[src/design/sam_pkg.sv]
// Shared constants and state types for the receive-side alarm monitor
package sam_pkg;
    // Clock and loss-of-frame timing
    localparam int unsigned CLK_PERIOD_NS = 100;
    localparam int unsigned LOF_TIME_NS = 3000000;
    localparam int unsigned LOF_CYC = (LOF_TIME_NS + CLK_PERIOD_NS - 1) / CLK_PERIOD_NS;
    localparam int unsigned LOF_TW = 16;

    // Alarm vector layout
    localparam int unsigned NUM_ALM = 9;
    localparam int unsigned ALM_LOS = 0;
    localparam int unsigned ALM_LOF = 1;
    localparam int unsigned ALM_OOF = 2;
    localparam int unsigned ALM_LFERF = 3;
    localparam int unsigned ALM_LAIS = 4;
    localparam int unsigned ALM_PFERF = 5;
    localparam int unsigned ALM_PAIS = 6;
    localparam int unsigned ALM_PYEL = 7;
    localparam int unsigned ALM_PLOP = 8;

    // Register map, byte addresses
    localparam logic [7:0] REG_CUR = 8'h00;
    localparam logic [7:0] REG_HIST = 8'h04;
    localparam logic [7:0] REG_MASK = 8'h08;
    localparam logic [7:0] REG_CMD = 8'h0c;
    localparam logic [7:0] REG_ERRCNT = 8'h10;
    localparam int unsigned CMD_HCLR = 0;
    localparam int unsigned CMD_CCLR = 1;
    localparam logic [8:0] RST_MASK = 9'h1ff;

    // Overhead byte patterns and fields
    localparam logic [2:0] K2_FERF = 3'h6;
    localparam logic [2:0] K2_AIS = 3'h7;
    localparam logic [3:0] G1_FERF = 4'h9;
    localparam int unsigned G1_YEL_BIT = 3;
    localparam logic [9:0] PTR_MAX = 10'h30e;

    // Frame persistence counts
    localparam logic [3:0] OOF_SET = 4'h4;
    localparam logic [3:0] OOF_CLR = 4'h2;
    localparam logic [3:0] K2_CNT = 4'h5;
    localparam logic [3:0] PFERF_CNT = 4'h2;
    localparam logic [3:0] PAIS_CNT = 4'h3;
    localparam logic [3:0] YEL_CNT = 4'h5;
    localparam logic [3:0] LOP_SET = 4'h8;
    localparam logic [3:0] LOP_CLR = 4'h3;

    typedef struct packed {
        logic active;
        logic [3:0] cnt;
    } sam_pst_t;

    typedef struct packed {
        logic sig_s1;
        logic sig_s2;
        logic lof;
        logic [LOF_TW-1:0] lof_tmr;
        logic [NUM_ALM-1:0] cur;
        logic [NUM_ALM-1:0] hist;
        logic [NUM_ALM-1:0] mask;
        logic [15:0] errcnt;
        logic pready;
        logic pslverr;
        logic [31:0] prdata;
    } sam_st_t;
endpackage

[src/design/sam_alarm_monitor.sv]
// Receive-side section, line and path alarm monitor with APB register access
// Operation
// - Raise section loss of signal while no optical input is detected.
// - Declare loss of frame after out-of-frame persists three milliseconds.
// - Loss of frame stays until in-frame persists three milliseconds.
// - Declare out-of-frame after four consecutive frames with framing errors.
// - Remove out-of-frame after two consecutive correctly framed frames.
// - Declare line far-end failure when K2 bits 6-8 are 110 five frames.
// - Clear line far-end failure after five frames with other K2 value.
// - Declare line AIS when K2 bits 6-8 are 111 five frames.
// - Clear line AIS after five frames with other K2 value.
// - Declare path far-end failure when G1 field is 1001 two frames.
// - Clear path far-end failure after two frames with other G1 value.
// - Declare path AIS when H1 and H2 are all ones three frames.
// - Clear path AIS after a valid pointer in three frames.
// - Declare path yellow when G1 bit 5 is one five frames.
// - Clear path yellow after G1 bit 5 is zero five frames.
// - Declare loss of pointer when no normal pointer in eight frames.
// - Clear loss of pointer after a valid pointer in three frames.
// - An all-ones pointer never counts toward loss of pointer.
// - Justification indications count as valid pointers unless H1 and H2 are all ones.
// - Each alarm has a current and a history indicator.
// - History clear command resets every history indicator except those of alarms current in the clear cycle, which stay set.
// - Counter clear command resets the counter of frames with framing errors.
`timescale 1ns/100ps

module sam_persist #(
    parameter logic [3:0] P_SET = 4'h4,
    parameter logic [3:0] P_CLR = 4'h2
) (
    input wire logic i_clk_sys,
    input wire logic i_rstn,
    input wire logic i_stb,
    input wire logic i_set_cond,
    input wire logic i_clr_cond,
    output logic o_active
);
    import sam_pkg::*;

    sam_pst_t q;
    sam_pst_t d;

    // A frame that breaks the run restarts the count from zero
    always_comb begin
        d = q;
        if (i_stb) begin
            if (!q.active) begin
                if (!i_set_cond) begin
                    d.cnt = 4'h0;
                end else if (q.cnt == P_SET - 4'h1) begin
                    d.active = 1'b1;
                    d.cnt = 4'h0;
                end else begin
                    d.cnt = q.cnt + 4'h1;
                end
            end else begin
                if (!i_clr_cond) begin
                    d.cnt = 4'h0;
                end else if (q.cnt == P_CLR - 4'h1) begin
                    d.active = 1'b0;
                    d.cnt = 4'h0;
                end else begin
                    d.cnt = q.cnt + 4'h1;
                end
            end
        end
    end

    always_ff @(posedge i_clk_sys or negedge i_rstn) begin
        if (!i_rstn) begin
            q <= '0;
        end else begin
            q <= d;
        end
    end

    assign o_active = q.active;
endmodule // sam_persist

module sam_alarm_monitor #(
    parameter logic [sam_pkg::LOF_TW-1:0] P_LOF_CYC = sam_pkg::LOF_TW'(sam_pkg::LOF_CYC)
) (
    input wire logic i_clk_sys,
    input wire logic i_rstn,
    input wire logic i_psel,
    input wire logic i_penable,
    input wire logic i_pwrite,
    input wire logic [7:0] i_paddr,
    input wire logic [31:0] i_pwdata,
    output logic [31:0] o_prdata,
    output logic o_pready,
    output logic o_pslverr,
    input wire logic i_sig_present,
    input wire logic i_frm_stb,
    input wire logic i_frm_err,
    input wire logic [7:0] i_k2,
    input wire logic [7:0] i_g1,
    input wire logic [7:0] i_h1,
    input wire logic [7:0] i_h2,
    input wire logic i_ptr_just,
    output logic [sam_pkg::NUM_ALM-1:0] o_alarm_cur,
    output logic [sam_pkg::NUM_ALM-1:0] o_alarm_hist,
    output logic [15:0] o_err_frames
);
    import sam_pkg::*;

    sam_st_t q;
    sam_st_t d;
    logic oof;
    logic lferf;
    logic lais;
    logic pferf;
    logic pais;
    logic pyel;
    logic plop;
    logic ptr_ones;
    logic ptr_valid;
    logic acc_first;
    logic wr;
    logic hclr;
    logic cclr;
    logic [NUM_ALM-1:0] act;

    assign ptr_ones = (i_h1 == 8'hff) && (i_h2 == 8'hff);
    // Stuffed frames invert pointer bits, so the framer flags them instead
    assign ptr_valid = !ptr_ones && (({i_h1[1:0], i_h2} <= PTR_MAX) || i_ptr_just);

    // APB: one wait state; the write lands at the edge where pready is sampled high
    assign acc_first = i_psel && i_penable && !q.pready;
    assign wr = i_psel && i_penable && q.pready && i_pwrite;
    assign hclr = wr && (i_paddr == REG_CMD) && i_pwdata[CMD_HCLR];
    assign cclr = wr && (i_paddr == REG_CMD) && i_pwdata[CMD_CCLR];

    sam_persist #(.P_SET(OOF_SET), .P_CLR(OOF_CLR)) u_oof (
        .i_clk_sys(i_clk_sys),
        .i_rstn(i_rstn),
        .i_stb(i_frm_stb),
        .i_set_cond(i_frm_err),
        .i_clr_cond(!i_frm_err),
        .o_active(oof)
    );

    sam_persist #(.P_SET(K2_CNT), .P_CLR(K2_CNT)) u_lferf (
        .i_clk_sys(i_clk_sys),
        .i_rstn(i_rstn),
        .i_stb(i_frm_stb),
        .i_set_cond(i_k2[2:0] == K2_FERF),
        .i_clr_cond(i_k2[2:0] != K2_FERF),
        .o_active(lferf)
    );

    sam_persist #(.P_SET(K2_CNT), .P_CLR(K2_CNT)) u_lais (
        .i_clk_sys(i_clk_sys),
        .i_rstn(i_rstn),
        .i_stb(i_frm_stb),
        .i_set_cond(i_k2[2:0] == K2_AIS),
        .i_clr_cond(i_k2[2:0] != K2_AIS),
        .o_active(lais)
    );

    sam_persist #(.P_SET(PFERF_CNT), .P_CLR(PFERF_CNT)) u_pferf (
        .i_clk_sys(i_clk_sys),
        .i_rstn(i_rstn),
        .i_stb(i_frm_stb),
        .i_set_cond(i_g1[7:4] == G1_FERF),
        .i_clr_cond(i_g1[7:4] != G1_FERF),
        .o_active(pferf)
    );

    sam_persist #(.P_SET(PAIS_CNT), .P_CLR(PAIS_CNT)) u_pais (
        .i_clk_sys(i_clk_sys),
        .i_rstn(i_rstn),
        .i_stb(i_frm_stb),
        .i_set_cond(ptr_ones),
        .i_clr_cond(ptr_valid),
        .o_active(pais)
    );

    sam_persist #(.P_SET(YEL_CNT), .P_CLR(YEL_CNT)) u_pyel (
        .i_clk_sys(i_clk_sys),
        .i_rstn(i_rstn),
        .i_stb(i_frm_stb),
        .i_set_cond(i_g1[G1_YEL_BIT]),
        .i_clr_cond(!i_g1[G1_YEL_BIT]),
        .o_active(pyel)
    );

    // An all-ones frame breaks the missing-pointer run rather than extending it
    sam_persist #(.P_SET(LOP_SET), .P_CLR(LOP_CLR)) u_plop (
        .i_clk_sys(i_clk_sys),
        .i_rstn(i_rstn),
        .i_stb(i_frm_stb),
        .i_set_cond(!ptr_valid && !ptr_ones),
        .i_clr_cond(ptr_valid),
        .o_active(plop)
    );

    always_comb begin
        d = q;
        d.sig_s1 = i_sig_present;
        d.sig_s2 = q.sig_s1;

        // Timer runs only while the frame state disagrees with the lof flag
        if (q.lof == oof) begin
            d.lof_tmr = '0;
        end else if (q.lof_tmr == P_LOF_CYC - 1'b1) begin
            d.lof = !q.lof;
            d.lof_tmr = '0;
        end else begin
            d.lof_tmr = q.lof_tmr + 1'b1;
        end

        act = '0;
        act[ALM_LOS] = !q.sig_s2;
        act[ALM_LOF] = q.lof;
        act[ALM_OOF] = oof;
        act[ALM_LFERF] = lferf;
        act[ALM_LAIS] = lais;
        act[ALM_PFERF] = pferf;
        act[ALM_PAIS] = pais;
        act[ALM_PYEL] = pyel;
        act[ALM_PLOP] = plop;
        d.cur = act & q.mask;
        // A live alarm in the clear cycle survives the clear
        d.hist = (hclr ? '0 : q.hist) | q.cur;

        d.errcnt = cclr ? 16'h0 : q.errcnt;
        if (i_frm_stb && i_frm_err && d.errcnt != 16'hffff) begin
            d.errcnt = d.errcnt + 16'h1;
        end

        d.pready = acc_first;
        d.pslverr = 1'b0;
        d.prdata = '0;
        if (acc_first) begin
            case (i_paddr)
                REG_CUR: d.prdata = {23'h0, q.cur};
                REG_HIST: d.prdata = {23'h0, q.hist};
                REG_MASK: d.prdata = {23'h0, q.mask};
                REG_CMD: d.prdata = 32'h0;
                REG_ERRCNT: d.prdata = {16'h0, q.errcnt};
                default: d.pslverr = 1'b1;
            endcase
        end
        if (wr && i_paddr == REG_MASK) begin
            d.mask = i_pwdata[NUM_ALM-1:0];
        end
    end

    always_ff @(posedge i_clk_sys or negedge i_rstn) begin
        if (!i_rstn) begin
            q <= '0;
            q.mask <= RST_MASK;
            // Synchroniser starts at signal present so no false loss of signal follows reset
            q.sig_s1 <= 1'b1;
            q.sig_s2 <= 1'b1;
        end else begin
            q <= d;
        end
    end

    assign o_alarm_cur = q.cur;
    assign o_alarm_hist = q.hist;
    assign o_err_frames = q.errcnt;
    assign o_prdata = q.prdata;
    assign o_pready = q.pready;
    assign o_pslverr = q.pslverr;
endmodule // sam_alarm_monitor

[config.mk]
export PLATFORM = sky130hd
export DESIGN_NAME = sam_alarm_monitor
export DESIGN_NICKNAME = d
export VERILOG_FILES = /design/src/design/sam_pkg.sv /design/src/design/sam_alarm_monitor.sv
export SDC_FILE = /design/constraint.sdc
export NUM_CORES = 1
export LEC_CHECK = 0
export BUFFER_PORTS_ARGS = -buffer_cell sky130_fd_sc_hd__buf_2
export CORE_MARGIN = 1
export CORE_UTILIZATION = 45
export CTS_BUF_LIST = sky130_fd_sc_hd__clkbuf_4 sky130_fd_sc_hd__clkbuf_8
export DETAILED_ROUTE_END_ITERATION = 7
export PLACE_DENSITY = 0.69
export RECOVER_POWER = 50
export SLEW_MARGIN = 20
export SYNTH_ARGS = -nofsm -noshare
export SYNTH_HDL_FRONTEND = slang
export SYNTH_SLANG_ARGS = --single-unit
[constraint.sdc]
create_clock -name i_clk_sys -period 2.6 [get_ports i_clk_sys]
set_clock_uncertainty 0.1 [all_clocks]
set_input_delay 0.13 -clock i_clk_sys [delete_from_list [all_inputs] [get_ports i_clk_sys]]
set_output_delay 0.13 -clock i_clk_sys [all_outputs]
set_load 0.01 [all_outputs]
==> impl_metrics.yaml <==
cts:
  clkLatencyLatePin_ps: 430
  htree_levels: 4
  root_buffer: "clkbuf_8"
  cts_sinks: 115
  tritoncts: "yes"
  clock_path_buffers: 2
  cts_buffers: 17
  clk_pin_slew_worst_paths_ps: 70
floorplanning:
  dieArea_sq_um: 14000
  die_w_microns: 118
  die_height_microns: 118
  ios: 149
  start_util_pct: 46.0
  rows: 42
  core_sq_um: 13200
yosys:
  ys_ff_latch: 115
  synth_top_area_share_pct: 42.7
  yosysSeqAreaShare_pct: 47.5
  synthTopCellsByCount: "104 x dfrtp_1, 69 x buf_4, 52 x nor2_1, 47 x nand2_1, 23 x xnor2_1"
  yosys_most_used_dff: "dfrtp_1"
  yosysTopAreaCell: "dfrtp_1"
  yosys_warnings: 0
  ys_top_cells_by_area: "dfrtp_1 43%, buf_4 8.5%, dfstp_2 4.7%, xnor2_1 3.3%, nor2_1 3.2%"
  synth.most_common_cell: "dfrtp_1"
  ys_types: 60
  syn_inst: 594
  synth_edf_count: 0
  syn_area_per_cell_sq_um: 10.3
  async_flop_share_pct: 100
  synth_area_sq_um: 6090
setup_path:
  worstRegToRegCells: 7
  r2r_start: "u_plop.q[0]"
  rr_endpoint: "u_plop.q[2]"
  cp_data_arrival_time_ps: 2370
  worst-path-buf-inv: 1
  critPathMaxFanout: 6
  end_kind: "register"
  crit_required_ps: 2820
  critPathSlowestCell: "or3b_2"
  reg2reg_slack_ps: 450
  critical_path_class: "register to register"
  critPathTopFamily: "simple AND/OR/NAND/NOR gates"
  path_cells: "inv_1 -> ha_1 -> or3b_2 -> mux2_2 -> nand4_1 -> o21ai_0 -> a21o_1"
  setup.worst_path.start_class: "register"
  critPathMaxStageDelay_ps: 460
global_route:
  antenna_found_initial: 0
  grt_start_max_net_pins: 62
  grt_pass1_vias: 4568
  grt.overflow.total: 0
  grt_first_pass_wirelength_microns: 21500
  track_usage_pct: 19.5
placement:
  io_buffers: 101
  gp_congestion: 0.783
  dp.final_hpwl_microns: 8960
  dp_slack_ps: 457
  place_inst: 809
final_layout:
  nFillCells: 1191
  drive_gt1_share_pct: 22.6
  nets: 768
  n_antenna_cell: 0
  finalNonFillerCells: 861
  areaGrowthSynthToFinish_pct: 14.4
  utilization_pct: 52.7
timing:
  final_hold_viol_count: 0
  rsz0062_at_grt: "false"
  relSlewSlack_pct: 10.1
  setup_viol: 0
  final.setup.tns_ps: 0
  post-route-min-period_ps: 2150
  worst_slew_pin_slew_ps: 1350
  period_share_pct: 82.7
  slew_violations: 0
  max_freq_ghz: 0.465
  setup_ws_ps: 450
run_status:
  status: "finished, violations left"
  violations: "design-rule violations"
min_path:
  hp-start: "i_g1[5]"
  min_path_cells: 3
  hp-class: "input port to register"
pwr:
  peakVddDrop_mv: 0.300
  powerDensity_nw_per_um2: 676
  total_leakage_power_nw: 3.30
detailed_routing:
  ant_nets: 0
  dr.first_iter.drc_count: 289
  first_pass_iters: 7
  drc: 1
  vias: 4468
  wirelength_microns: 12800
  detail_route.wl_per_cell_microns: 14.9
  post_drt_via_cell_ratio: 5.19
flow_run:
  maxCapViolations: 0
[power by group]
group | internal (mW) | leakage (nW) | switching (mW)
Clock | 1.25 | 0.236 | 0.702
Combinational | 0.301 | 1.52 | 0.365
Sequential | 1.92 | 1.54 | 0.179
Total | 3.47 | 3.30 | 1.25
[worst reg2reg max path, cell delays in order, from the launching register on]
cell,delay [ps]
dfrtp_1,400
inv_1,110
ha_1,160
or3b_2,460
mux2_2,280
nand4_1,220
o21ai_0,120
a21o_1,210
[registers in the layout, indices dropped and copies added, names as in the netlist, 4 cells and up, named ones only]
register / cells
o_alarm_cur: 9
u_pyel.q: 4
u_pais.q: 4
o_err_frames: 16
u_plop.q: 4
o_prdata: 16
o_alarm_hist: 9
q: 26
u_pferf.q: 4
u_lferf.q: 4
u_oof.q: 4
u_lais.q: 4
[kinds of logic (layout without fill, tap and decap cells)]
| logic type | count (synthesis) | count (layout) | share of synthesized area (%) |
|---|---|---|---|
| muxes | 27 | 27 | 5.46 |
| AOI/OAI and AO/OA | 84 | 84 | 8.87 |
| DFF | 115 | 115 | 47.5 |
| buffers and inverters | 102 | 178 | 10.9 |
| adders and majority gates | 15 | 15 | 3.08 |
| xor gates and xnor gates | 38 | 38 | 5.46 |
| other | 1 | 16 | 0.0615 |
| and+or+nand+nor | 212 | 212 | 18.7 |
[area by class of cell]
cell class | instances | area, sq um | share of cell area, %
flip-flops and latches | 115 | 2890 | 41.5
multi-input cells | 392 | 2590 | 37.2
repair buffers | 128 | 729 | 10.5
clock buffers | 23 | 298 | 4.27
well taps | 176 | 220 | 3.16
clock inverters | 9 | 175 | 2.51
inverters | 18 | 67.6 | 0.969
[what timing repair did]
action / in CTS / in global routing
endpoints found under the hold margin: 63 / 0
buffers inserted: 0 / 0
hold buffers: 20 / 0
resized for setup: 0 / 0
[cells in the final DEF (no fill, tap or decap), types with 15 or more instances in the layout]
cell / n
buf_2: 80
dlygate4sd3_1: 20
dfrtp_1: 104
inv_1: 18
conb_1: 16
and2_1: 18
xnor2_1: 23
a21oi_1: 19
clkbuf_8: 20
ha_1: 15
nand2_1: 47
nand3_1: 18
clkbuf_1: 21
nor2_1: 52
xor2_1: 15
[how the worst max path moves through the flow]
stage                           start              end  slack (ps)  cells after the start
after CTS                 u_plop.q[0]      u_plop.q[3]         460                      7
after global placement     i_paddr[0]  o_alarm_hist[5]         490                      5
after detailed placement   i_paddr[0]  o_alarm_hist[6]         460                      5
final                     u_plop.q[0]      u_plop.q[2]         450                      7
after global routing           i_rstn            q[90]         180                      3
after floorplan                 q[83]            q[91]         630                      7
[through the flow]
step                hold WS [ps]  total power, mW  area (sq um)
floorplan                   -266             2.56          6150
detailed placement           133             2.77          6340
global placement             108             2.73          6340
global route                43.1             4.95          6970
finish                      57.1             4.72          6970
CTS                         37.9             4.76          7020
[routing by layer]
| metal | up-vias | routed length, microns | part of all wire [%] | track usage, % |
|---|---|---|---|---|
| li1 | 2134 | - | - | - |
| met1 | 2178 | 5550 | 43 | 22.9 |
| met2 | 136 | 6440 | 50 | 34.0 |
| met3 | 20 | 577 | 4.5 | 4.68 |
| met4 | 0 | 276 | 2.1 | 8.41 |
| met5 | - | 0 | 0 | 0 |
(Power assumes the default switching activity.)
